<file path="config.mk">
export PLATFORM = sky130hd
export DESIGN_NAME = ssc_regs
export DESIGN_NICKNAME = d
export VERILOG_FILES = /design/src/ssc_pkg.sv /design/src/ssc_regs.sv
export SDC_FILE = /design/constraint.sdc
export NUM_CORES = 1
export LEC_CHECK = 0
export BUFFER_PORTS_ARGS = -buffer_cell sky130_fd_sc_hd__buf_2
export CORE_MARGIN = 2
export CORE_UTILIZATION = 45
export CTS_CLUSTER_SIZE = 20
export DETAILED_ROUTE_END_ITERATION = 12
export GPL_ROUTABILITY_DRIVEN = 0
export PLACE_DENSITY = 0.65
export SYNTH_ARGS = -nofsm -noshare
export SYNTH_HDL_FRONTEND = slang
export SYNTH_SLANG_ARGS = --single-unit
export TNS_END_PERCENT = 5
</file>
<file path="constraint.sdc">
create_clock -name clock_i -period 4.51 [get_ports clock_i]
set_clock_uncertainty 0.1 [all_clocks]
set_input_delay 0.451 -clock clock_i [delete_from_list [all_inputs] [get_ports clock_i]]
set_output_delay 0.451 -clock clock_i [all_outputs]
set_load 0.05 [all_outputs]
</file>
<file path="src/ssc_pkg.sv">
// Package: register map, field layout and constants of the stepper control bank
package ssc_pkg;
	localparam logic [4:0] ADDR_WATCHDOG_CONTROL  = 5'h00;
	localparam logic [4:0] ADDR_STEP_CURRENT_CTRL = 5'h01;
	localparam logic [4:0] ADDR_DIRECTION_PWM     = 5'h02;
	localparam logic [4:0] ADDR_DRIVER_SLEEP_LA   = 5'h03;
	localparam logic [4:0] ADDR_PWM_STROBE        = 5'h08;
	localparam logic [4:0] ADDR_STATUS_FIRST      = 5'h04;
	localparam logic [4:0] ADDR_STATUS_LAST       = 5'h07;
	localparam logic [7:0] CTRL_RESET_VALUE       = 8'h00;
	// Bits kept in each control register, others read zero
	localparam logic [7:0] MASK_WATCHDOG          = 8'hf8;
	localparam logic [7:0] MASK_STEP_CURRENT      = 8'hff;
	localparam logic [7:0] MASK_DIRECTION_PWM     = 8'hcf;
	localparam logic [7:0] MASK_DRIVER_SLEEP      = 8'hf0;
	localparam logic [7:0] MASK_PWM_STROBE        = 8'hf7;
	localparam int         BITS_PER_BYTE          = 8;
	localparam int         WRITE_PACKET_BITS      = 16;
	localparam int         WATCHDOG_BASE_MS       = 32;
	// Mask comparator and compensation bridge lengths, then switch duties; the code 00 length is the reset default
	localparam logic [4:0] MASK_TIME_00           = 5'h04;
	localparam logic [4:0] MASK_TIME_01           = 5'h08;
	localparam logic [4:0] MASK_TIME_10           = 5'h0c;
	localparam logic [4:0] MASK_TIME_11           = 5'h13;
	localparam logic [4:0] COMP_TIME_00           = 5'h04;
	localparam logic [4:0] COMP_TIME_01           = 5'h08;
	localparam logic [4:0] COMP_TIME_10           = 5'h0c;
	localparam logic [4:0] COMP_TIME_11           = 5'h13;
	localparam logic [6:0] DUTY_SWITCH_0          = 7'h56;
	localparam logic [6:0] DUTY_SWITCH_1          = 7'h4b;

	typedef enum logic [1:0] {
		SLOPE_VERY_FAST = 2'h0,
		SLOPE_FAST      = 2'h1,
		SLOPE_SLOW      = 2'h2,
		SLOPE_VERY_SLOW = 2'h3
	} ssc_slope_type;

	// Decoded controls handed to the driver core
	typedef struct packed {
		logic          watchdog_enable;
		logic [3:0]    watchdog_timeout_sel;
		logic [9:0]    watchdog_timeout_ms;
		logic [2:0]    step_resolution_sel;
		logic [4:0]    peak_current_sel;
		ssc_slope_type slope_sel;
		logic          pwm_double_freq;
		logic          pwm_jitter_en;
		logic          load_angle_transparent;
		logic          load_angle_gain_quarter;
		logic          driver_enable;
		logic          sleep_enable;
		logic [1:0]    pwm_mode_sel;
		logic [4:0]    mask_comparator_cycles;
		logic [6:0]    switch_duty_percent;
		logic [4:0]    comp_bridge_cycles;
	} ssc_ctrl_type;

	// Synchronised serial pins
	typedef struct packed {
		logic cs_n;
		logic sclk;
		logic mosi;
	} ssc_serial_type;
endpackage : ssc_pkg

</file>
<file path="src/ssc_regs.sv">
// Serial control-register bank of the stepper driver
//
// Functional notes
// Write shifts out old register contents
// Readback returns old value, new next byte; code repeats the old value in the next frame's first byte
// Status sampled only while select high
// Transmit buffer loaded on eighth falling edge
// Control registers read/write, reset to zero
// Direction is pin xor invert bit
// Step edge polarity chosen by bit
// Slope field selects four switching slopes
// Load angle transparent when bit clear
// Load angle gain half or quarter
// PWM frequency default or doubled
// Driver outputs follow enable bit
// Mask comparator time from two-bit field
// Switch duty 86 or 75 percent
// Compensation bridge time from two-bit field
// First byte: command bit, five-bit address
// Write must be exactly sixteen bits
// Write commits after select rises
// Watchdog timeout 32 ms times (sel+1)
// Unused bits ignore writes, read zero
`timescale 1ns/10ps
module ssc_regs
	import ssc_pkg::*;
(
	// Clock and reset
	input  wire logic         clock_i,
	input  wire logic         rst_n_i,
	input  wire logic         clk_en_i,
	// Serial pins
	input  wire logic         spi_cs_n_i,
	input  wire logic         spi_sclk_i,
	input  wire logic         spi_mosi_i,
	output logic              spi_miso_o,
	output logic              spi_miso_oe_o,
	// Motion pins and status
	input  wire logic         dir_pin_i,
	input  wire logic         step_pulse_input_i,
	input  wire logic [31:0]  status_i,
	// Decoded outputs
	output ssc_ctrl_type      ctrl_o,
	output logic              direction_ccw_o,
	output logic              step_advance_o
);
	logic       rst_s1_reg, rst_s2_reg;
	logic [2:0] s1_reg, s2_reg;
	logic [1:0] step_s1_reg, step_s2_reg;
	ssc_serial_type pin;
	logic sclk_d_reg, cs_d_reg, step_d_reg;
	logic rise, fall, cs_rise, step_dir_s, step_raw_s;

	// Reset release and pin synchronisers
	always_ff @(posedge clock_i or negedge rst_n_i) begin
		if (!rst_n_i) begin
			rst_s1_reg <= 1'b0;
			rst_s2_reg <= 1'b0;
		end else begin
			rst_s1_reg <= 1'b1;
			rst_s2_reg <= rst_s1_reg;
		end
	end
	wire rst_n = rst_s2_reg;

	always_ff @(posedge clock_i or negedge rst_n) begin
		if (!rst_n) begin
			s1_reg      <= 3'h4;
			s2_reg      <= 3'h4;
			step_s1_reg <= 2'h0;
			step_s2_reg <= 2'h0;
			sclk_d_reg  <= 1'b0;
			cs_d_reg    <= 1'b1;
			step_d_reg  <= 1'b0;
		end else if (clk_en_i) begin
			s1_reg      <= {spi_cs_n_i, spi_sclk_i, spi_mosi_i};
			s2_reg      <= s1_reg;
			step_s1_reg <= {dir_pin_i, step_pulse_input_i};
			step_s2_reg <= step_s1_reg;
			sclk_d_reg  <= pin.sclk;
			cs_d_reg    <= pin.cs_n;
			step_d_reg  <= step_raw_s;
		end
	end
	assign pin        = s2_reg;
	assign step_dir_s = step_s2_reg[1];
	assign step_raw_s = step_s2_reg[0];
	assign rise    = clk_en_i & ~pin.cs_n & pin.sclk & ~sclk_d_reg;
	assign fall    = clk_en_i & ~pin.cs_n & ~pin.sclk & sclk_d_reg;
	assign cs_rise = clk_en_i & pin.cs_n & ~cs_d_reg;

	// Register bank and serial engine state
	logic [7:0] regs_reg [5];
	logic [7:0] regs_next [5];
	logic [7:0] rx_reg, rx_next, tx_reg, tx_next;
	logic [4:0] cnt_reg, cnt_next;
	logic [4:0] addr_reg, addr_next;
	logic       wr_reg, wr_next, ovf_reg, ovf_next;
	logic [7:0] wdata_reg, wdata_next;
	logic [31:0] stat_reg, stat_next;
	logic [7:0] rx_full;
	logic [4:0] last_addr;

	function automatic int idx_of(input logic [4:0] a);
		unique case (a)
			ADDR_WATCHDOG_CONTROL:  idx_of = 0;
			ADDR_STEP_CURRENT_CTRL: idx_of = 1;
			ADDR_DIRECTION_PWM:     idx_of = 2;
			ADDR_DRIVER_SLEEP_LA:   idx_of = 3;
			ADDR_PWM_STROBE:        idx_of = 4;
			default:                idx_of = -1;
		endcase
	endfunction : idx_of

	function automatic logic [7:0] mask_of(input int i);
		unique case (i)
			0:       mask_of = MASK_WATCHDOG;
			1:       mask_of = MASK_STEP_CURRENT;
			2:       mask_of = MASK_DIRECTION_PWM;
			3:       mask_of = MASK_DRIVER_SLEEP;
			default: mask_of = MASK_PWM_STROBE;
		endcase
	endfunction : mask_of

	function automatic logic [7:0] read_of(input logic [4:0] a,
		input logic [31:0] st);
		int i;
		i = idx_of(a);
		if (i >= 0)
			read_of = regs_reg[i];
		else if (a >= ADDR_STATUS_FIRST && a <= ADDR_STATUS_LAST)
			read_of = st[8*(a-ADDR_STATUS_FIRST) +: 8];
		else
			read_of = 8'h00;
	endfunction : read_of

	assign rx_full   = {rx_reg[6:0], pin.mosi};
	assign last_addr = rx_reg[4:0];

	always_comb begin
		int i;
		i          = idx_of(addr_reg);
		rx_next    = rx_reg;
		tx_next    = tx_reg;
		cnt_next   = cnt_reg;
		addr_next  = addr_reg;
		wr_next    = wr_reg;
		ovf_next   = ovf_reg;
		wdata_next = wdata_reg;
		stat_next  = stat_reg;
		for (int k = 0; k < 5; k++)
			regs_next[k] = regs_reg[k];
		if (pin.cs_n)
			stat_next = status_i;
		if (rise) begin
			rx_next = rx_full;
			if (cnt_reg == 5'(WRITE_PACKET_BITS))
				ovf_next = 1'b1;
			else
				cnt_next = cnt_reg + 5'h01;
			if (cnt_reg == 5'(BITS_PER_BYTE - 1)) begin
				wr_next   = rx_full[7];
				addr_next = rx_full[4:0];
			end
			if (cnt_reg == 5'(WRITE_PACKET_BITS - 1))
				wdata_next = rx_full;
		end
		if (fall) begin
			if (cnt_reg[2:0] == 3'h0 && cnt_reg != 5'h00) begin
				// Byte boundary: point at last received address
				tx_next = read_of(cnt_reg == 5'(BITS_PER_BYTE) ?
					last_addr : addr_reg, stat_reg);
				if (cnt_reg == 5'(BITS_PER_BYTE))
					addr_next = last_addr;
			end else begin
				tx_next = {tx_reg[6:0], 1'b0};
			end
		end
		if (cs_rise) begin
			if (wr_reg && cnt_reg == 5'(WRITE_PACKET_BITS) && !ovf_reg
				&& i >= 0) begin
				regs_next[i] = wdata_reg & mask_of(i);
			end
			cnt_next = 5'h00;
			ovf_next = 1'b0;
			wr_next  = 1'b0;
		end
	end

	always_ff @(posedge clock_i or negedge rst_n) begin
		if (!rst_n) begin
			for (int k = 0; k < 5; k++)
				regs_reg[k] <= CTRL_RESET_VALUE;
			rx_reg    <= 8'h00;
			tx_reg    <= 8'h00;
			cnt_reg   <= 5'h00;
			addr_reg  <= 5'h00;
			wr_reg    <= 1'b0;
			ovf_reg   <= 1'b0;
			wdata_reg <= 8'h00;
			stat_reg  <= 32'h0000_0000;
		end else if (clk_en_i) begin
			for (int k = 0; k < 5; k++)
				regs_reg[k] <= regs_next[k];
			rx_reg    <= rx_next;
			tx_reg    <= tx_next;
			cnt_reg   <= cnt_next;
			addr_reg  <= addr_next;
			wr_reg    <= wr_next;
			ovf_reg   <= ovf_next;
			wdata_reg <= wdata_next;
			stat_reg  <= stat_next;
		end
	end

	assign spi_miso_o    = tx_reg[7];
	assign spi_miso_oe_o = ~pin.cs_n;

	// Field decoding
	logic [4:0] mask_cyc, comp_cyc;
	always_comb begin
		unique case (regs_reg[4][5:4])
			2'h0: mask_cyc = MASK_TIME_00;
			2'h1: mask_cyc = MASK_TIME_01;
			2'h2: mask_cyc = MASK_TIME_10;
			2'h3: mask_cyc = MASK_TIME_11;
		endcase
		unique case (regs_reg[4][1:0])
			2'h0: comp_cyc = COMP_TIME_00;
			2'h1: comp_cyc = COMP_TIME_01;
			2'h2: comp_cyc = COMP_TIME_10;
			2'h3: comp_cyc = COMP_TIME_11;
		endcase
	end

	always_comb begin
		ctrl_o.watchdog_enable      = regs_reg[0][7];
		ctrl_o.watchdog_timeout_sel = regs_reg[0][6:3];
		ctrl_o.watchdog_timeout_ms  = 10'(WATCHDOG_BASE_MS)
			* (10'(regs_reg[0][6:3]) + 10'h001);
		ctrl_o.step_resolution_sel  = regs_reg[1][7:5];
		ctrl_o.peak_current_sel     = regs_reg[1][4:0];
		ctrl_o.slope_sel            = ssc_slope_type'(regs_reg[2][1:0]);
		ctrl_o.pwm_double_freq      = regs_reg[2][3];
		ctrl_o.pwm_jitter_en        = regs_reg[2][2];
		ctrl_o.load_angle_transparent  = ~regs_reg[3][4];
		ctrl_o.load_angle_gain_quarter = regs_reg[3][5];
		ctrl_o.driver_enable        = regs_reg[3][7];
		ctrl_o.sleep_enable         = regs_reg[3][6];
		ctrl_o.pwm_mode_sel         = regs_reg[4][7:6];
		ctrl_o.mask_comparator_cycles = mask_cyc;
		ctrl_o.switch_duty_percent  = regs_reg[4][2] ?
			DUTY_SWITCH_1 : DUTY_SWITCH_0;
		ctrl_o.comp_bridge_cycles   = comp_cyc;
	end

	assign direction_ccw_o = step_dir_s ^ regs_reg[2][7];
	assign step_advance_o  = clk_en_i & (regs_reg[2][6] ?
		(step_d_reg & ~step_raw_s) : (~step_d_reg & step_raw_s));

	// Assertions
	commit_on_rise_a: assert property (@(posedge clock_i) disable iff (!rst_n)
		(clk_en_i && !cs_rise) |=> $stable(regs_reg[1]))
		else $error("Control register changed without select rise");
	unused_zero_a: assert property (@(posedge clock_i) disable iff (!rst_n)
		(regs_reg[0][2:0] == 3'h0 && regs_reg[3][3:0] == 4'h0))
		else $error("Unused control bits nonzero");
	dir_xor_a: assert property (@(posedge clock_i) disable iff (!rst_n)
		direction_ccw_o == (step_dir_s != regs_reg[2][7]))
		else $error("Direction not pin xor invert");
	step_edge_a: assert property (@(posedge clock_i) disable iff (!rst_n)
		step_advance_o |-> (step_raw_s == !regs_reg[2][6]))
		else $error("Step advanced on wrong edge");
	status_hold_a: assert property (@(posedge clock_i) disable iff (!rst_n)
		(clk_en_i && !pin.cs_n) |=> $stable(stat_reg))
		else $error("Status changed while selected");
	tx_load_a: assert property (@(posedge clock_i) disable iff (!rst_n)
		(fall && cnt_reg == 5'(BITS_PER_BYTE)) |=>
		tx_reg == read_of(last_addr, stat_reg))
		else $error("Transmit buffer not loaded at byte end");
	short_write_a: assert property (@(posedge clock_i) disable iff (!rst_n)
		(cs_rise && cnt_reg != 5'(WRITE_PACKET_BITS)) |=>
		$stable(regs_reg[2]))
		else $error("Short packet altered a register");
	watchdog_ms_a: assert property (@(posedge clock_i) disable iff (!rst_n)
		ctrl_o.watchdog_timeout_ms >= 10'd32 &&
		ctrl_o.watchdog_timeout_ms <= 10'd512)
		else $error("Watchdog timeout out of range");
	driver_en_a: assert property (@(posedge clock_i) disable iff (!rst_n)
		ctrl_o.driver_enable == regs_reg[3][7])
		else $error("Driver enable mismatch");
endmodule : ssc_regs

</file>
# == After elaboration in Yosys (flattened, before gate mapping) ==
# Index checks and enable logic that the tools add are counted.
# op_classes
addsub,3
multipliers,0
div,0
magnitude_cmp,7
n_eq_ne,22
shift,1
n_mux,35
bitwise,21
reduce_logical,25
# ops
op,n
32-bit case mux with 5 select lines,2
32-bit by 2-bit equality test with 1-bit output (second input constant),2
32-bit by 1-bit greater-or-equal comparator with 1-bit output (second input constant),2
32-bit by 4-bit greater-or-equal comparator with 1-bit output (second input constant),2
32-bit two-way mux,2
8-bit two-way mux,8
32-bit inverter,2
5-bit two-way mux,10
40-bit bitwise mux,1
5-bit case mux with 4 select lines,2
32-bit by 33-bit variable part select with 8-bit output,1
32-bit by 1-bit equality test with 1-bit output (second input constant),1
32-bit logical NOT,1
32-bit by 1-bit less-than comparator with 1-bit output (second input constant),1
8-bit binary-select mux with 3-bit select,1
8-bit demux with 3-bit select,1
6-bit case mux with 4 select lines,1
5-bit by 2-bit equality test with 1-bit output (second input constant),4
5-bit by 4-bit equality test with 1-bit output (second input constant),4
3-bit AND reduction,5
1-bit bitwise AND,10
5-bit by 1-bit equality test with 1-bit output (second input constant),2
5-bit logical NOT,2
8-bit bitwise AND,1
20 further kinds,46
# word_totals
reg_bits,122
latch_bits,0
mem_bits_rw,0
mem_bits_ro,0
in_bits,40
out_inout_bits,54
wordCells,136
mem_count,0

# == Logic depth before layout (Yosys ltp) ==
# logic_depth
ltp_word,12
depth_mapped,13
ltp_nobuf,12

# == Worst setup path before layout ==
# No wires, ideal clock.
# synth_timing
path_kind,register to register
startpoint,register cnt_reg[0]
endpoint,register tx_reg[5]
setup_time_ns,0.082
arrival_ns,2.468
required_time_ns,4.328
setup_slack_ns,1.860
stages_incl_launch_ff,14
path_buffers,2
period_less_slack_ns,2.650
path_cell_list,dfrtp_1 inv_1 ha_1 and4bb_4 buf_4 nand2_1 and2_1 ha_1 nand2b_1 a32o_1 buf_4 a22oi_1 mux2_2 a31oi_1
# synth_via
elab_chain_len,12
elab_cells_between_ends,26
classes_between,add/sub: 1; order compare: 3; eq/ne: 5; shift: 1; mux: 10; bitwise: 1; reduce/logical: 5
# synth_lines
element,line_no,rtl
"start, declared",ssc_regs.sv:96,"logic [4:0] cnt_reg, cnt_next;"
"start signal, assigned",ssc_regs.sv:207,cnt_reg <= cnt_next;
"parallel branches: the longest is 11 deep, another holds 32-bit by 1-bit greater-or-equal comparator with 1-bit output",n/a,
8-bit two-way mux (*),ssc_regs.sv:169,if (cnt_reg[2:0] == 3'h0 && cnt_reg != 5'h00) begin
"end signal, assigned",ssc_regs.sv:206,tx_reg <= tx_next;
"end, declared",ssc_regs.sv:95,"logic [7:0] rx_reg, rx_next, tx_reg, tx_next;"
# Mark *: on every way between the ends. The select of a mux whose other input is x is not followed.
# A chain may end at the register's enable or synchronous reset.

# == Worst setup path after layout ==
# layout_timing
startpoint,register cnt_reg[0]
endpoint,register tx_reg[7]
# The elaborated chain is that of the path after synthesis.

==> implementation parameters <==
Parameter                              Value

Outcome
  Status ... completed

Cells and area
  Share of final-layout standard cells stronger than drive strength 1 ... 35.3%
  Final net count ... 642
  N_diodes ... 0
  Flip-flop and latch area ... 3060 um^2
  Post-route cell area ... 7030 um^2
  Area added between synthesis and finish ... 15.3%
  Area of the multi-input gates ... 2610 um^2
  Finished Layout Cells ... 777
  Flip-flop count of the largest register after layout ... 32
  Fill cell instance count of the final layout ... 1,178

Placed design
  DP Worst Slack ... 1180 ps
  Number of port buffers ... 85
  Instance count after placement with tap cells included ... 746
  Placed wire-length estimate after detailed placement ... 9.49 mm
  Standard cell area after detailed placement ... 6410 um^2

Global route
  Wire length of the first global-routing pass ... 21.6 mm
  Gr ovfl total ... 0
  Largest net degree at the start of global routing ... 73
  All-layer global routing usage ... 19.5%
  Initial antenna violation count ... 0
  Via count of the first global-routing pass ... 4,102

Synthesis
  Biggest area consumer among synthesized cells ... sky130_fd_sc_hd__dfrtp_1
  Most common library cells after synthesis ... 119 x sky130_fd_sc_hd__dfrtp_1, 79 x sky130_fd_sc_hd__mux2_2, 50 x sky130_fd_sc_hd__nand2_1
  FF+latch count, synth ... 122
  Xor and xnor area share after synthesis ... 0.718%
  Leading cell type by number of instances after synthesis ... sky130_fd_sc_hd__dfrtp_1
  Post-synth EDFFs ... 0
  Synthesized instance count ... 535
  Yosys top cell area share ... 48.8%
  Portion of the post-synthesis area used by sequential elements ... 50.1%
  Share of synthesized cell area in and, or, nand and nor gates ... 10.7%
  Adder-cell area share of the yosys netlist ... 2.46%
  Leading cell types by total area after synthesis ... sky130_fd_sc_hd__dfrtp_1 49%, sky130_fd_sc_hd__mux2_2 15%, sky130_fd_sc_hd__buf_4 4.9%, sky130_fd_sc_hd__mux2i_1 3.4%, sky130_fd_sc_hd__nand2_1 3.1%
  Synthesized-area fraction occupied by ao, oa, aoi and oai cells ... 9.68%
  Average cell area after synthesis ... 11.4 um^2
  Count of yosys warnings during synthesis ... 0
  Summed instance area of the synthesized netlist ... 6100 um^2
  Main combinational cell family by area after synthesis ... multiplexers
  Share of flip-flops with an asynchronous set or reset ... 100%
  Dominant register cell in the synthesized netlist ... sky130_fd_sc_hd__dfrtp_1
  Mux contribution to synthesized area ... 18.8%
  Library cells used by synthesis ... 53

Min path
  Path category of the worst min-delay check ... primary input to flip-flop
  Hold Startpoint ... status_i[28]
  Worst Hold Depth ... 2
  Hold Path Sink ... stat_reg[28]

Flow run
  Maxcap violations ... 0

Floorplan
  Width of the die ... 120 um
  Die Area ... 14,500 um^2
  Initial Utilization ... 46.1%
  Standard-cell rows ... 42
  Die height ... 120 um
  Core ar. ... 13,200 um^2
  Number of ports placed on the die boundary ... 94

STA
  Worst setup slack after layout ... 1120 ps
  Fin. Hold Viols ... 0
  Shortest clock period the worst path allows after layout ... 3390 ps
  Final critical-path share of the clock period ... 75.1%
  Worst-Margin Slew ... 923 ps
  Maximum achievable frequency ... 295 MHz
  Setup repair after global routing missed its margin ... false
  Hold slack final ... 161 ps
  Final max-slew violation count ... 0
  Count of endpoints failing setup in the final report ... 0
  Setup TNS Final ... 0 ps
  Remaining max-slew budget at the tightest pin ... 38.5%

Detailed routing
  Number of detailed-route iterations in the first pass ... 5
  Detail-routed via count per cell ... 5.42
  Number of antenna-violating nets in the routed design ... 0
  Wire length per cell ... 17.3 um
  Total number of vias ... 4,215
  Violation count after the first detailed-route iteration ... 306
  Post-route DRC ... 0
  Total wire length ... 13.4 mm

Worst setup path
  FF-to-FF End ... tx_reg[7]
  Required time reported for the critical path endpoint ... 4750 ps
  CP most frequent cell ... sky130_fd_sc_hd__ha_1
  Critical path arrival ... 3620 ps
  Number of buffers and inverters on the critical path ... 1
  Crit path max-delay family ... compound AO/OA/AOI/OAI gates
  Origin of the critical flop-to-flop path ... cnt_reg[0]
  CP startpoint ... cnt_reg[0]
  CP max stage cell ... sky130_fd_sc_hd__a32o_1
  Worst R2R Path Depth ... 10
  Chain of cells forming the critical path ... inv_1 > ha_1 > nand4bb_1 > a21o_1 > ha_1 > a21oi_1 > a32o_1 > a22oi_1 > mux2_2 > a31oi_1
  Classification of the worst setup path ... flip-flop to flip-flop
  Worst Path Max Fanout ... 14
  Startpoint type of the worst setup path ... flip-flop
  Type of destination of the critical path ... flip-flop
  Setup slack of the worst register-to-register path ... 1120 ps
  Slowest stage delay, CP ... 550 ps

Clocking
  Clock input transition at the sequential cells of the worst setup and hold paths ... 50 ps
  Setup fix buffers added after clock tree synthesis ... 0
  Clock tree from TritonCTS ... built
  Clock latency at the later pin of the worst-skew pair ... 420 ps
  Buffers from clock root to sink, at most ... 2
  Number of levels the H-tree was split into ... 4
  Number of hold-repair buffers added at the cts stage ... 1
  Cell chosen for the clock root ... sky130_fd_sc_hd__clkbuf_16
  Post-cts resize count ... 0
  Number of buffers created by CTS ... 17
  Number of clock sinks ... 122

Power and ir drop
  Leakage dissipation ... 3.37 nW
  Maximum vdd drop ... 0.203 mV
  Power density cells ... 461 nW/um^2
==> layer usage <==
layer	part of all wire (%)	wire length [um]	GRT usage, %	vias up
li1	-	-	-	1973
met1	43	5820	25.8	2091
met2	49	6630	31.1	125
met3	4.7	627	4.48	26
met4	2.5	335	8.14	0
met5	0	0	0	-
==> cell type report <==
class / count / area share, %
clock buffer: 22 / 6.74
sequential: 122 / 43.5
clock inverter: 8 / 2.03
tap: 176 / 3.13
inverter: 19 / 1.01
multi-input combinational: 342 / 37.2
timing repair buffer: 88 / 6.40
==> through the flow <==
| stage | power, mW | utilization, % |
|---|---|---|
| 3_5_place_dp | 1.83 | 48.4 |
| 5_1_grt | 3.37 | 53.1 |
| 4_1_cts | 3.26 | 53.1 |
| 2_1_floorplan | 1.71 | - |
| 6_report | 3.24 | 53.1 |
| 3_3_place_gp | 1.82 | 48.4 |
==> cell families (layout without fill, tap and decap cells) <==
| group | after synthesis | in the layout |
|---|---|---|
| buffers and inverters | 78 | 137 |
| adders and majority gates | 12 | 12 |
| xor gates and xnor gates | 5 | 5 |
| muxes | 102 | 102 |
| AOI/OAI and AO/OA | 87 | 87 |
| and+or+nand+nor | 127 | 127 |
| DFF | 122 | 122 |
| other | 2 | 9 |
==> power by group <==
part	leakage (nW)	switching, mW	internal (mW)	total, mW
sequential	1.57	0.158	1.26	1.42
combinational	1.50	0.203	0.197	0.400
clock	0.302	0.466	0.958	1.42
total	3.37	0.828	2.41	3.24
==> cells in the final DEF (no fill, tap or decap), types with 3 or more instances in the layout <==
cell | Yosys | layout
sky130_fd_sc_hd__nand2_1 | 50 | 50
sky130_fd_sc_hd__nand3_1 | 6 | 6
sky130_fd_sc_hd__and3_1 | 3 | 3
sky130_fd_sc_hd__mux2i_1 | 21 | 21
sky130_fd_sc_hd__clkbuf_16 | 0 | 17
sky130_fd_sc_hd__o21ai_0 | 25 | 25
sky130_fd_sc_hd__nand4_1 | 5 | 5
sky130_fd_sc_hd__nor3_1 | 7 | 7
sky130_fd_sc_hd__or2_2 | 5 | 5
sky130_fd_sc_hd__clkbuf_8 | 0 | 3
sky130_fd_sc_hd__and2_1 | 11 | 11
sky130_fd_sc_hd__mux2_2 | 79 | 79
sky130_fd_sc_hd__nor2b_1 | 4 | 4
sky130_fd_sc_hd__conb_1 | 2 | 9
sky130_fd_sc_hd__ha_1 | 12 | 12
sky130_fd_sc_hd__buf_2 | 3 | 85
sky130_fd_sc_hd__nor2_1 | 20 | 20
sky130_fd_sc_hd__clkinv_2 | 0 | 3
sky130_fd_sc_hd__xor2_1 | 3 | 3
sky130_fd_sc_hd__dfrtp_1 | 119 | 118
sky130_fd_sc_hd__a21oi_1 | 10 | 10
sky130_fd_sc_hd__a22oi_1 | 17 | 17
sky130_fd_sc_hd__a221o_1 | 8 | 8
sky130_fd_sc_hd__inv_1 | 19 | 19
sky130_fd_sc_hd__bufinv_16 | 0 | 4
sky130_fd_sc_hd__dfstp_2 | 3 | 3
sky130_fd_sc_hd__a31oi_1 | 7 | 7
sky130_fd_sc_hd__o22ai_1 | 9 | 9
==> how the worst max path moves through the flow <==
stage / slack, ps / end / cells after the start
6_report: 1120 / tx_reg[7] / 10
5_1_grt: 900 / tx_reg[6] / 10
4_1_cts: 1170 / tx_reg[7] / 10
3_5_place_dp: 1180 / tx_reg[5] / 10
3_3_place_gp: 1270 / tx_reg[7] / 10
2_1_floorplan: 760 / addr_reg[0] / 0
Power figures use the tool's default switching activity.
